===== config.mk =====
export PLATFORM = sky130hd
export DESIGN_NAME = scrs_top
export DESIGN_NICKNAME = d
export VERILOG_FILES = /design/src/design/scrs_clkdiv.sv /design/src/design/scrs_top.sv
export SDC_FILE = /design/constraint.sdc
export NUM_CORES = 1
export LEC_CHECK = 0
export ABC_AREA = 1
export BUFFER_PORTS_ARGS = -buffer_cell sky130_fd_sc_hd__buf_2
export CAP_MARGIN = 20
export CORE_MARGIN = 2
export CORE_UTILIZATION = 40
export CTS_CLUSTER_SIZE = 16
export DETAILED_ROUTE_END_ITERATION = 12
export GPL_ROUTABILITY_DRIVEN = 1
export PLACE_DENSITY = 0.67
export SLEW_MARGIN = 20
export SYNTH_ARGS = -nofsm -noshare
export SYNTH_HDL_FRONTEND = slang
export SYNTH_SLANG_ARGS = --single-unit

===== constraint.sdc =====
create_clock -name mclk -period 4.9 [get_ports mclk]
set_input_delay 0.735 -clock mclk [delete_from_list [all_inputs] [get_ports mclk]]
set_output_delay 0.735 -clock mclk [all_outputs]
set_load 0.01 [all_outputs]

===== src/design/scrs_clkdiv.sv =====
// Notes on behaviour
// - source-select strap at 1 feeds the generator from the external input
// - without a running rtc clock, addresses 1900h to 197fh are not accessible
// - boot spi clock is input divided by 25, i2c and uart by 32
// - boot clocks follow the real input edges, so faster input runs faster
`timescale 1ns/1ns
package scrs_pkg;
  localparam int MCLK_HZ = 100_000_000;
  localparam int MCLK_PERIOD_NS = 10;
  localparam int CNT_W = 32;
  localparam int PLL_SETTLE_MS = 4;
  localparam int PLL_SETTLE_CYC = PLL_SETTLE_MS * (MCLK_HZ / 1000);
  localparam int RTC_CLK_HZ = 32768;
  localparam int RTC_TIMEOUT_CYC = 2 * (MCLK_HZ / RTC_CLK_HZ);
  localparam int EXT_REF_MAX_MHZ = 24;
  localparam int SPI_BOOT_DIV = 25;
  localparam int SER_BOOT_DIV = 32;
  localparam logic [15:0] RTC_ADDR_FIRST = 16'h1900;
  localparam logic [15:0] RTC_ADDR_LAST = 16'h197f;
  localparam logic EXT_SEL_VALUE = 1'h1;
  localparam logic [1:0] SEL_CAPTURE_CYC = 2'h2;
  localparam int PIN_N = 3;
  localparam int PIN_EXT = 0;
  localparam int PIN_RTC = 1;
  localparam int PIN_SEL = 2;
  typedef enum logic [1:0] {PLL_IDLE, PLL_WAIT, PLL_READY} scrs_pll_t;
endpackage

module scrs_clkdiv import scrs_pkg::*; #(
  parameter int DIV = SPI_BOOT_DIV
) (
  input wire logic mclk,
  input wire logic rst_b,
  input wire logic run,
  input wire logic tick,
  output logic divOut
);
  localparam int W = $clog2(DIV);
  localparam logic [W-1:0] LAST = W'(DIV - 1);
  localparam logic [W-1:0] HALF = W'(DIV / 2);

  logic [W-1:0] cnt_r;
  logic [W-1:0] cnt_nxt;
  logic divOut_r;

  always_comb begin
    cnt_nxt = (cnt_r == LAST) ? '0 : W'(cnt_r + 1'b1);
  end

  // only real edges advance
  // idle at the wrap point so the first edge opens a full high phase
  always_ff @(posedge mclk or negedge rst_b) begin
    if (!rst_b) begin
      cnt_r <= LAST;
      divOut_r <= 1'b0;
    end else if (!run) begin
      cnt_r <= LAST;
      divOut_r <= 1'b0;
    end else if (tick) begin
      cnt_r <= cnt_nxt;
      divOut_r <= (cnt_nxt < HALF);
    end
  end

  assign divOut = divOut_r;
endmodule


===== src/design/scrs_top.sv =====
`timescale 1ns/1ns
module scrs_top import scrs_pkg::*; #(
  parameter int PLL_SETTLE_CYCLES = PLL_SETTLE_CYC,
  parameter int RTC_TIMEOUT_CYCLES = RTC_TIMEOUT_CYC
) (
  input wire logic mclk,
  input wire logic rst_b,
  input wire logic extRefClkPin,
  input wire logic rtcCrystalInPin,
  input wire logic clkSelPin,
  input wire logic bootActive,
  input wire logic pllProgram,
  input wire logic ioReq,
  input wire logic [15:0] ioAddr,
  output logic sysRefSample,
  output logic clkSelLatched,
  output logic spiBootClk,
  output logic serBootClk,
  output logic rtcAlive,
  output logic ioGrant,
  output logic ioRtcBlocked,
  output logic pllSettled
);
  logic [1:0] rstPipe_r;
  logic rstSync_b;
  logic [PIN_N-1:0] pinMeta_r;
  logic [PIN_N-1:0] pinSync_r;
  logic extPrev_r;
  logic rtcPrev_r;
  logic extEdge;
  logic rtcEdge;
  logic [1:0] capCnt_r;
  logic capDone_r;
  logic clkSel_r;
  logic sysRef_r;
  logic [CNT_W-1:0] rtcCnt_r;
  logic rtcAlive_r;
  logic ioGrant_r;
  logic ioBlocked_r;
  scrs_pll_t pllState_r;
  logic [CNT_W-1:0] pllCnt_r;
  logic pllSettled_r;

  function automatic logic isRtcAddr(input logic [15:0] a);
    isRtcAddr = (a >= RTC_ADDR_FIRST) && (a <= RTC_ADDR_LAST);
  endfunction

  always_ff @(posedge mclk or negedge rst_b) begin
    if (!rst_b) begin
      rstPipe_r <= 2'h0;
    end else begin
      rstPipe_r <= {rstPipe_r[0], 1'b1};
    end
  end
  assign rstSync_b = rstPipe_r[1];

  // pins are asynchronous; first stage feeds only the second
  generate
    for (genvar i = 0; i < PIN_N; i++) begin : g_sync
      always_ff @(posedge mclk or negedge rstSync_b) begin
        if (!rstSync_b) begin
          pinMeta_r[i] <= 1'b0;
          pinSync_r[i] <= 1'b0;
        end else begin
          pinMeta_r[i] <= (i == PIN_EXT) ? extRefClkPin :
                          (i == PIN_RTC) ? rtcCrystalInPin : clkSelPin;
          pinSync_r[i] <= pinMeta_r[i];
        end
      end
    end
  endgenerate

  always_ff @(posedge mclk or negedge rstSync_b) begin
    if (!rstSync_b) begin
      extPrev_r <= 1'b0;
      rtcPrev_r <= 1'b0;
    end else begin
      extPrev_r <= pinSync_r[PIN_EXT];
      rtcPrev_r <= pinSync_r[PIN_RTC];
    end
  end
  assign extEdge = pinSync_r[PIN_EXT] && !extPrev_r;
  assign rtcEdge = pinSync_r[PIN_RTC] && !rtcPrev_r;

  // strap is static, so capture once after release
  always_ff @(posedge mclk or negedge rstSync_b) begin
    if (!rstSync_b) begin
      capCnt_r <= 2'h0;
      capDone_r <= 1'b0;
      clkSel_r <= 1'b0;
    end else if (!capDone_r) begin
      if (capCnt_r == SEL_CAPTURE_CYC) begin
        capDone_r <= 1'b1;
        clkSel_r <= pinSync_r[PIN_SEL];
      end else begin
        capCnt_r <= capCnt_r + 2'h1;
      end
    end
  end

  always_ff @(posedge mclk or negedge rstSync_b) begin
    if (!rstSync_b) begin
      sysRef_r <= 1'b0;
    end else begin
      sysRef_r <= (clkSel_r == EXT_SEL_VALUE) ? pinSync_r[PIN_EXT]
                                              : pinSync_r[PIN_RTC];
    end
  end

  always_ff @(posedge mclk or negedge rstSync_b) begin
    if (!rstSync_b) begin
      rtcCnt_r <= '0;
      rtcAlive_r <= 1'b0;
    end else if (rtcEdge) begin
      rtcCnt_r <= '0;
      rtcAlive_r <= 1'b1;
    end else if (rtcCnt_r == CNT_W'(RTC_TIMEOUT_CYCLES - 1)) begin
      rtcAlive_r <= 1'b0;
    end else begin
      rtcCnt_r <= rtcCnt_r + 1'b1;
    end
  end

  always_ff @(posedge mclk or negedge rstSync_b) begin
    if (!rstSync_b) begin
      ioGrant_r <= 1'b0;
      ioBlocked_r <= 1'b0;
    end else begin
      ioGrant_r <= ioReq && !(isRtcAddr(ioAddr) && !rtcAlive_r);
      ioBlocked_r <= ioReq && isRtcAddr(ioAddr) && !rtcAlive_r;
    end
  end

  always_ff @(posedge mclk or negedge rstSync_b) begin
    if (!rstSync_b) begin
      pllState_r <= PLL_IDLE;
      pllCnt_r <= '0;
      pllSettled_r <= 1'b0;
    end else if (pllProgram) begin
      pllState_r <= PLL_WAIT;
      pllCnt_r <= '0;
      pllSettled_r <= 1'b0;
    end else begin
      case (pllState_r)
        PLL_IDLE: begin
          pllSettled_r <= 1'b0;
        end
        PLL_WAIT: begin
          if (pllCnt_r == CNT_W'(PLL_SETTLE_CYCLES - 1)) begin
            pllState_r <= PLL_READY;
            pllSettled_r <= 1'b1;
          end else begin
            pllCnt_r <= pllCnt_r + 1'b1;
          end
        end
        PLL_READY: begin
          pllSettled_r <= 1'b1;
        end
        default: begin
          pllState_r <= PLL_IDLE;
          pllSettled_r <= 1'b0;
        end
      endcase
    end
  end

  scrs_clkdiv #(.DIV(SPI_BOOT_DIV)) u_spiDiv (
    .mclk(mclk),
    .rst_b(rstSync_b),
    .run(bootActive),
    .tick(extEdge),
    .divOut(spiBootClk)
  );

  scrs_clkdiv #(.DIV(SER_BOOT_DIV)) u_serDiv (
    .mclk(mclk),
    .rst_b(rstSync_b),
    .run(bootActive),
    .tick(extEdge),
    .divOut(serBootClk)
  );

  assign sysRefSample = sysRef_r;
  assign clkSelLatched = clkSel_r;
  assign rtcAlive = rtcAlive_r;
  assign ioGrant = ioGrant_r;
  assign ioRtcBlocked = ioBlocked_r;
  assign pllSettled = pllSettled_r;
endmodule


### Yosys cells after proc, flatten, opt, wreduce, memory -nomap -nowiden

Index checks and enable logic that the tools add are counted.

| storage, ports and cells | value |
|---|---|
| output and inout bits | 8 |
| register bits | 97 |
| word-level logic and storage cells | 92 |
| input port bits | 24 |

| cells by class | value |
|---|---|
| $lt $le $gt $ge | 4 |
| reductions and logical operators | 19 |
| add/sub/neg operators | 5 |
| muxes and demuxes | 26 |
| equality and inequality tests | 12 |
| bitwise logic cells | 2 |

Operator list:

| kind | number |
|---|---|
| $mux 32 | 5 |
| $add 32x1->32 const B | 2 |
| $eq 32x13->1 const B | 1 |
| $eq 32x19->1 const B | 1 |
| $mux 5 | 6 |
| $ge 16x13->1 const B | 1 |
| $le 16x13->1 const B | 1 |
| $mux 1 | 11 |
| $add 5x1->5 const B | 2 |
| $eq 5x5->1 const B | 2 |
| $reduce_and 2->1 | 4 |
| $logic_and 1x1->1 | 7 |
| $lt 5x4->1 const B | 1 |
| $lt 5x5->1 const B | 1 |
| $eq 2x2->1 const B | 2 |
| $logic_not 1->1 | 4 |
| $mux 2 | 2 |
| $ne 2x1->1 const B | 2 |
| $ne 2x2->1 const B | 2 |
| $pmux 2 s2 | 1 |
| $reduce_bool 2->1 | 2 |
| $ne 3x3->1 const B | 1 |
| $add 2x1->2 const B | 1 |
| $eq 2x1->1 const B | 1 |
| 4 further kinds | 5 |

### Logic depth before layout (Yosys ltp)

Gate-level depths: netlist (run 1).

| logic depth | value |
|---|---|
| depth after elaboration | 5 |
| depth in mapped cells | 11 |
| gate-level depth less buffers | 10 |

### Cells and area by module

A second synthesis (run 1) with hierarchy kept.

| second synthesis, totals | value |
|---|---|
| cell total of the unflattened synthesis | 865 |
| area, all modules | 5820.6 sq um |

By module, submodules not included:

| module | sequential area each (sq um) | cells an instance | area each (sq um) | instances |
|---|---|---|---|---|
| scrs_top | 2127.0 | 779 | 5143.7 | 1 |
| scrs_clkdiv at u_spiDiv | 152.6 | 53 | 371.6 | 1 |
| scrs_clkdiv at u_serDiv | 156.4 | 33 | 305.3 | 1 |

### Least setup slack after synthesis (run 1)

No wires, ideal clock.

| path | value |
|---|---|
| path type | input to register |
| start point | input port pllProgram |
| end point | register pllCnt_r[29] |
| slack | 3346 ps |
| stages | 6 |
| setup time | 65 ps |
| arrival time | 1490 ps |
| required time | 4835 ps |
| path buffers | 1 |
| path through | nor2_1 -> inv_1 -> nor2_1 -> buf_2 -> nand3_1 -> nand2_1 |

| between the ends | value |
|---|---|
| cells in the longest elaborated chain, start to end | 2 |
| elaborated cells between the ends (all ways) | 4 |
| those cells by class | eq/ne (1); mux (1); reduce/logical (2) |

Ends and longest elaborated chain:

| element | line | RTL |
|---|---|---|
| start, declared | scrs_top.sv:12 | `input wire logic pllProgram,` |
| $ne 2x2->1 (no source line) / $reduce_bool 2->1 (equally long branches) | - |  |
| $reduce_and 2->1 (no source line) | - |  |
| end signal, assigned | scrs_top.sv:153 | `pllCnt_r <= pllCnt_r + 1'b1;` |
| end, declared | scrs_top.sv:41 | `logic [CNT_W-1:0] pllCnt_r;` |

Parallel ways exist; a longest one is shown, timed or not.
A chain may end at the register's enable or synchronous reset.

### Final worst setup path (run 1)

| path | value |
|---|---|
| start point | register rtcCnt_r[0] |
| end point | register rtcCnt_r[16] |

| between the ends | value |
|---|---|
| cells in the longest elaborated chain, start to end | 3 |
| elaborated cells between the ends (all ways) | 5 |
| those cells by class | add/sub (1); eq/ne (2); mux (2) |

Ends and longest elaborated chain:

| element | line | RTL |
|---|---|---|
| start, declared | scrs_top.sv:36 | `logic [CNT_W-1:0] rtcCnt_r;` |
| start signal, assigned | scrs_top.sv:120 | `rtcCnt_r <= rtcCnt_r + 1'b1;` |
| $add 32x1->32 | scrs_top.sv:120 |  |
| $mux 32 | scrs_top.sv:117 | `end else if (rtcCnt_r == CNT_W'(RTC_TIMEOUT_CYCLES - 1)) begin` |
| $mux 32 | scrs_top.sv:114 | `end else if (rtcEdge) begin` |

Parallel ways exist; a longest one is shown, timed or not. The select of a mux whose other input is x is not followed.

==> results of run 1 <==
## state kept, by name (all words and copies together), names as in the netlist, 2 cells and up
name / flops
pllCnt_r: 32
rtcCnt_r: 32
u_serDiv.cnt_r: 5
u_spiDiv.cnt_r: 5
pinMeta_r: 3
pinSync_r: 3
capCnt_r: 2
pllState_r: 2
rstPipe_r: 2
## stage by stage
stage	hold WS (ns)	power [µW]	util, %
2_1_floorplan	0.331	971	-
4_1_cts	0.141	1750	45.2
6_report	0.155	1730	45.2
3_3_place_gp	0.335	1010	43.0
3_5_place_dp	0.335	1010	43.0
5_1_grt	0.134	1820	45.2
## how the worst max path moves through the flow
stage / cells after the start / end / start / slack (ns)
6_report: 8 / rtcCnt_r[16] / rtcCnt_r[0] / 2.98
5_1_grt: 9 / rtcCnt_r[22] / rtcCnt_r[0] / 2.79
4_1_cts: 8 / rtcCnt_r[16] / rtcCnt_r[0] / 3.00
3_5_place_dp: 8 / pllCnt_r[24] / pllProgram / 3.01
3_3_place_gp: 8 / pllCnt_r[31] / pllProgram / 3.02
2_1_floorplan: 0 / capCnt_r[0] / rstPipe_r[1] / 2.01
## metal layers
layer / GRT usage (%) / part of all wire (%) / vias up
met1: 23.1 / 50 / 2217
met2: 28.3 / 45 / 70
met5: 0 / 0 / -
met3: 4.11 / 3.2 / 16
li1: - / - / 2638
met4: 5.11 / 1.5 / 0
## placed cells by master (no fill, tap or decap), drive strengths merged, types with 2 or more instances in the layout
cell type  Yosys  routed
nand4         33      33
xor2          10      10
nor2         146     146
dfstp          7       7
or2            4       4
ha            11      11
a22oi          2       2
o21ai         26      26
a31oi          3       3
inv          104     108
buf           14      27
nor3          12      12
clkbuf         2      10
dfrtp         90      90
nand2        268     268
a21oi         16      16
nand3         65      65
## power breakdown
part | leakage (µW) | switching, µW | total (µW) | internal (µW)
sequential | 0.00127 | 36.2 | 867 | 831
clock | 0.000150 | 331 | 736 | 405
combinational | 0.00165 | 78.4 | 125 | 46.8
total | 0.00307 | 446 | 1730 | 1280
## layout make-up
cell class / count / share of cell area (%)
Clock buffer: 10 / 3.65
Clock inverter: 6 / 1.16
Inverter: 104 / 6.23
Multi-Input combinational cell: 606 / 44.2
Sequential cell: 97 / 38.9
Tap cell: 180 / 3.59
Timing Repair Buffer: 27 / 2.28
## logic make-up after synthesis
| kind of cell | share of synthesized area (%) |
|---|---|
| buf+inv | 8.53 |
| compound gates | 4.95 |
| fa+ha+maj | 2.42 |
| xor+xnor | 1.69 |
| simple gates | 39.5 |
| flops | 42.8 |
| other cells | 0.0659 |
==> results.sh, run 1 <==
export IMPL_antenna_cells=0
export IMPL_cts_hold_fix_buffers=0
export IMPL_post_route_min_period_ns=1.92
export IMPL_die_h_um=123
export IMPL_ff2ff_setup_slack_ns=2.98
export IMPL_cp_start_kind="register"
export IMPL_slew_headroom_pct=51.9
export IMPL_cts_sinks=97
export IMPL_crit_slowest_cell="dfrtp_1"
export IMPL_post_cts_resized=0
export IMPL_critPathTopFamily="simple AND/OR/NAND/NOR gates"
export IMPL_ctsLongestPathBuffers=2
export IMPL_area_growth_pct=10.2
export IMPL_clock_latency_ns=0.35
export IMPL_ys_types=35
export IMPL_grt_max_degree=56
export IMPL_rows=43
export IMPL_cp_max_fo=5
export IMPL_rr_worst_depth=8
export IMPL_tritoncts="built"
export IMPL_drive_gt1_share_pct=7.88
export IMPL_arrival_ns=2.14
export IMPL_ys_flop_type="dfrtp_1"
export IMPL_dieArea_mm2=0.0152
export IMPL_cp_common_cell="nor2_1"
export IMPL_synth_top_cell_area_share_pct=39.6
export IMPL_cts_buffers=9
export IMPL_overflow=0
export IMPL_syn_nets=858
export IMPL_path_cells="ha_1 -> nand3_1 -> nor2_1 -> nand2_1 -> nor2_1 -> nand2_1 -> o21ai_0 -> nor2_1"
export IMPL_fin_skew_ns=0.0101
export IMPL_layout_area_seq_mm2=0.00244
export IMPL_nets=880
export IMPL_path_buf_inv=0
export IMPL_wirelength_um=11800
export IMPL_synthCells=823
export IMPL_htree_levels=3
export IMPL_synth_area_leaders="dfrtp_1 40%, nand2_1 18%, nor2_1 9.1%"
export IMPL_vdd_drop_max_mv=0.237
export IMPL_ys_warn_count=0
export IMPL_drt_pass1_iterations=4
export IMPL_crit_required_ns=5.13
export IMPL_io_pins=32
export IMPL_multiInputGateArea_mm2=0.00277
export IMPL_dpl_worst_slack_ns=3.01
export IMPL_root_buffer="clkbuf_16"
export IMPL_vias_per_cell=4.80
export IMPL_grt_pass1_vias=4799
export IMPL_setup_viol=0
export IMPL_fmax_mhz=522
export IMPL_design_area_mm2=0.00627
export IMPL_netlist_area_mm2=0.00569
export IMPL_gp_congestion=0.836
export IMPL_ys_seq_area_share_pct=42.8
export IMPL_dpl_hpwl_um=8400
export IMPL_stdcell_count=1030
export IMPL_setup_ws_ns=2.98
export IMPL_async_flop_share_pct=100
export IMPL_initial_core_util_pct=41.0
export IMPL_synth_top_cell_by_area="dfrtp_1"
export IMPL_place_inst=1014
export IMPL_worst_pin_slew_ns=0.721
export IMPL_cap_violations=0
export IMPL_drt_iter0_markers=229
export IMPL_drv_slew=0
export IMPL_port_buffers=24
export IMPL_syn_area_per_cell_um2=6.91
export IMPL_critPathCaptureType="register"
export IMPL_drc=0
export IMPL_rsz0062_at_grt="no"
export IMPL_antenna_left=0
export IMPL_synth_most_common_cell="nand2_1"
export IMPL_cts_setup_buffers=0
export IMPL_tns_ns=0
export IMPL_antenna_found_initial=0
export IMPL_grtUsageTotal_pct=17.4
export IMPL_fillers=1427
export IMPL_clkTransAtPathRegs_ns=0.07
export IMPL_grt_pass1_wl_um=21500
export IMPL_ys_top_cells_by_count="267 x nand2_1, 138 x nor2_1, 103 x inv_1, 90 x dfrtp_1, 63 x nand3_1"
export IMPL_hold_viol_final=0
export IMPL_hp_class="input port to async pin"
export IMPL_synth_seq_cells=97
export IMPL_die_x_um=123
export IMPL_powerDensity_mw_per_mm2=276
export IMPL_slowest_delay_ns=0.43
export IMPL_dpl_cell_area_mm2=0.00597
export IMPL_min_period_over_period_pct=39.1
export IMPL_crit_type="register to register"
export IMPL_routedWlPerCell_um=11.5
export IMPL_synth_edf_count=0
export IMPL_worstReg2RegEnd="rtcCnt_r[16]"
export IMPL_status="completed"
export IMPL_r2r_start="rtcCnt_r[0]"
export IMPL_vias=4941
export IMPL_p_leak_uw=0.00307
export IMPL_fp_coreArea_mm2=0.0139
Note: power is estimated with default switching activity, not from simulation.
==> run 2, diff against run 1 <==
==> constraint.sdc (replaced) <==
create_clock -name mclk -period 1.8 [get_ports mclk]
set_input_delay 0.27 -clock mclk [delete_from_list [all_inputs] [get_ports mclk]]
set_output_delay 0.27 -clock mclk [all_outputs]
set_load 0.01 [all_outputs]
==> results.sh, run 2 (synthesis results as in run 1) <==
export IMPL_status="completed"
export IMPL_antenna_left=0
export IMPL_clock_latency_ns=0.35
export IMPL_post_route_min_period_ns=1.66
export IMPL_port_buffers=24
export IMPL_grt_pass1_vias=4788
export IMPL_vdd_drop_max_mv=0.530
export IMPL_grt_max_degree=41
export IMPL_initial_core_util_pct=41.0
export IMPL_die_h_um=123
export IMPL_cp_start_kind="register"
export IMPL_htree_levels=3
export IMPL_gp_congestion=0.835
export IMPL_highest_layer="met4"
export IMPL_cap_violations=0
export IMPL_dpl_cell_area_mm2=0.00619
export IMPL_design_area_mm2=0.00659
export IMPL_dr_wl_met3_um=405
export IMPL_antenna_cells=0
export IMPL_clkTransAtPathRegs_ns=0.07
export IMPL_p_leak_uw=0.00324
export IMPL_cp_max_fo=10
export IMPL_wirelength_um=12500
export IMPL_dieArea_mm2=0.0152
export IMPL_rows=43
export IMPL_area_growth_pct=15.9
export IMPL_overflow=0
export IMPL_fin_skew_ns=0.00880
export IMPL_grt_pass1_wl_um=21700
export IMPL_drv_slew=0
export IMPL_crit_type="register to register"
export IMPL_crit_required_ns=2.09
export IMPL_cts_sinks=97
export IMPL_powerDensity_mw_per_mm2=733
export IMPL_grtUsageTotal_pct=17.8
export IMPL_hold_viol_final=0
export IMPL_slowest_delay_ns=0.36
export IMPL_arrival_ns=1.94
export IMPL_drt_iter0_markers=305
export IMPL_ctsLongestPathBuffers=2
export IMPL_layout_common_cells="266 x nand2_1, 136 x nor2_1, 102 x inv_1, 89 x dfrtp_1, 63 x nand3_1"
export IMPL_drive_gt1_share_pct=11.4
export IMPL_rsz0062_at_grt="no"
export IMPL_die_x_um=123
export IMPL_antenna_found_initial=0
export IMPL_final_common_cell="nand2_1"
export IMPL_largestRegisters="pllCnt_r (32), rtcCnt_r (32)"
export IMPL_wl_met1_um=6170
export IMPL_nets=908
export IMPL_vias=5042
export IMPL_met2WireLength_um=5720
export IMPL_io_pins=32
export IMPL_vias_per_cell=4.77
export IMPL_setup_viol=0
export IMPL_hp_class="input port to register"
export IMPL_routedWlPerCell_um=11.8
export IMPL_path_cells="ha_2 -> nand2_2 -> nor2_4 -> nand3_2 -> nor2_4 -> nand3_2 -> nand2_4 -> clkbuf_16 -> nand2_1 -> nand2_1"
export IMPL_crit_slowest_cell="dfrtp_1"
export IMPL_tns_ns=0
export IMPL_drt_pass1_iterations=5
export IMPL_dpl_hpwl_um=9080
export IMPL_drc=0
export IMPL_fp_coreArea_mm2=0.0139
export IMPL_fmax_mhz=604
export IMPL_root_buffer="clkbuf_16"
export IMPL_cts_buffers=9
export IMPL_tritoncts="built"
export IMPL_critPathCaptureType="register"
export IMPL_min_period_over_period_pct=92.0
run 2: cell types whose count changed in the layout (fill, tap and decap cells not counted), sizes merged:
cell         delta
dlygate4sd3     +1
inv             -1
buf            +26
clkbuf          +1
clkinvlp        +1
run 2: layout make-up:
cell class / count / area, µm²
inverter: 104 / 390
timing repair buffer: 55 / 423
multi-input combinational: 606 / 2790
tap: 180 / 225
fill: 1396 / 7290
clock buffer: 10 / 239
sequential: 97 / 2440
clock inverter: 6 / 82.6
run 2: routing by layer:
metal	vias up	track usage (%)
met5	-	0
met4	0	5.61
met3	11	3.37
met2	74	28.9
met1	2271	23.9
li1	2686	-
run 2: per-stage QoR:
| stage | hold WS [ns] | power [µW] | instances | util [%] | setup WS, ns |
|---|---|---|---|---|---|
| after global routing | 0.00587 | 5090 | 1058 | 47.5 | 0.00809 |
| after CTS | 0.00648 | 4900 | 1054 | 47.0 | 0.0904 |
| final | 0.0210 | 4840 | 1058 | 47.5 | 0.144 |
| after detailed placement | 0.0608 | 2810 | 1037 | 44.6 | 0.120 |
| after global placement | 0.0560 | 2800 | 1037 | 44.6 | 0.146 |
| after floorplan | -0.0256 | 2640 | 823 | - | 0.176 |
run 2: timing repair:
item,CTS,global route
resized for setup,0,8
setup endpoints to repair,0,24
endpoints found under the hold margin,2,0
hold buffers,1,0
buffers inserted,0,3
run 2: worst paths after layout:
check	startpoint	end	depth (start not counted)	slack, ns
hold / removal	clkSelPin	pinMeta_r[2]	1	0.02
min in group asynchronous	rst_b	rstPipe_r[0]	2	0.23
max in group asynchronous	rstPipe_r[1]	rtcCnt_r[25]	1	1.00
hold reg to reg	rstPipe_r[1]	clkSelLatched	0	0.24
setup / recovery	pllCnt_r[0]	pllCnt_r[20]	10	0.14
setup reg to reg	pllCnt_r[0]	pllCnt_r[20]	10	0.14
run 2: critical path, delay by kind of cell (launching register included):
family                     cells  cell delay, ns
adders and majority gates      1            0.19
buffers and inverters          1            0.18
DFF                            1            0.36
and+or+nand+nor                8            0.85
run 2: where the power goes:
part | switching (µW) | total [µW] | internal (µW) | leakage [µW]
combinational | 256 | 445 | 189 | 0.00181
sequential | 79.5 | 2340 | 2260 | 0.00127
clock | 901 | 2050 | 1150 | 0.000154
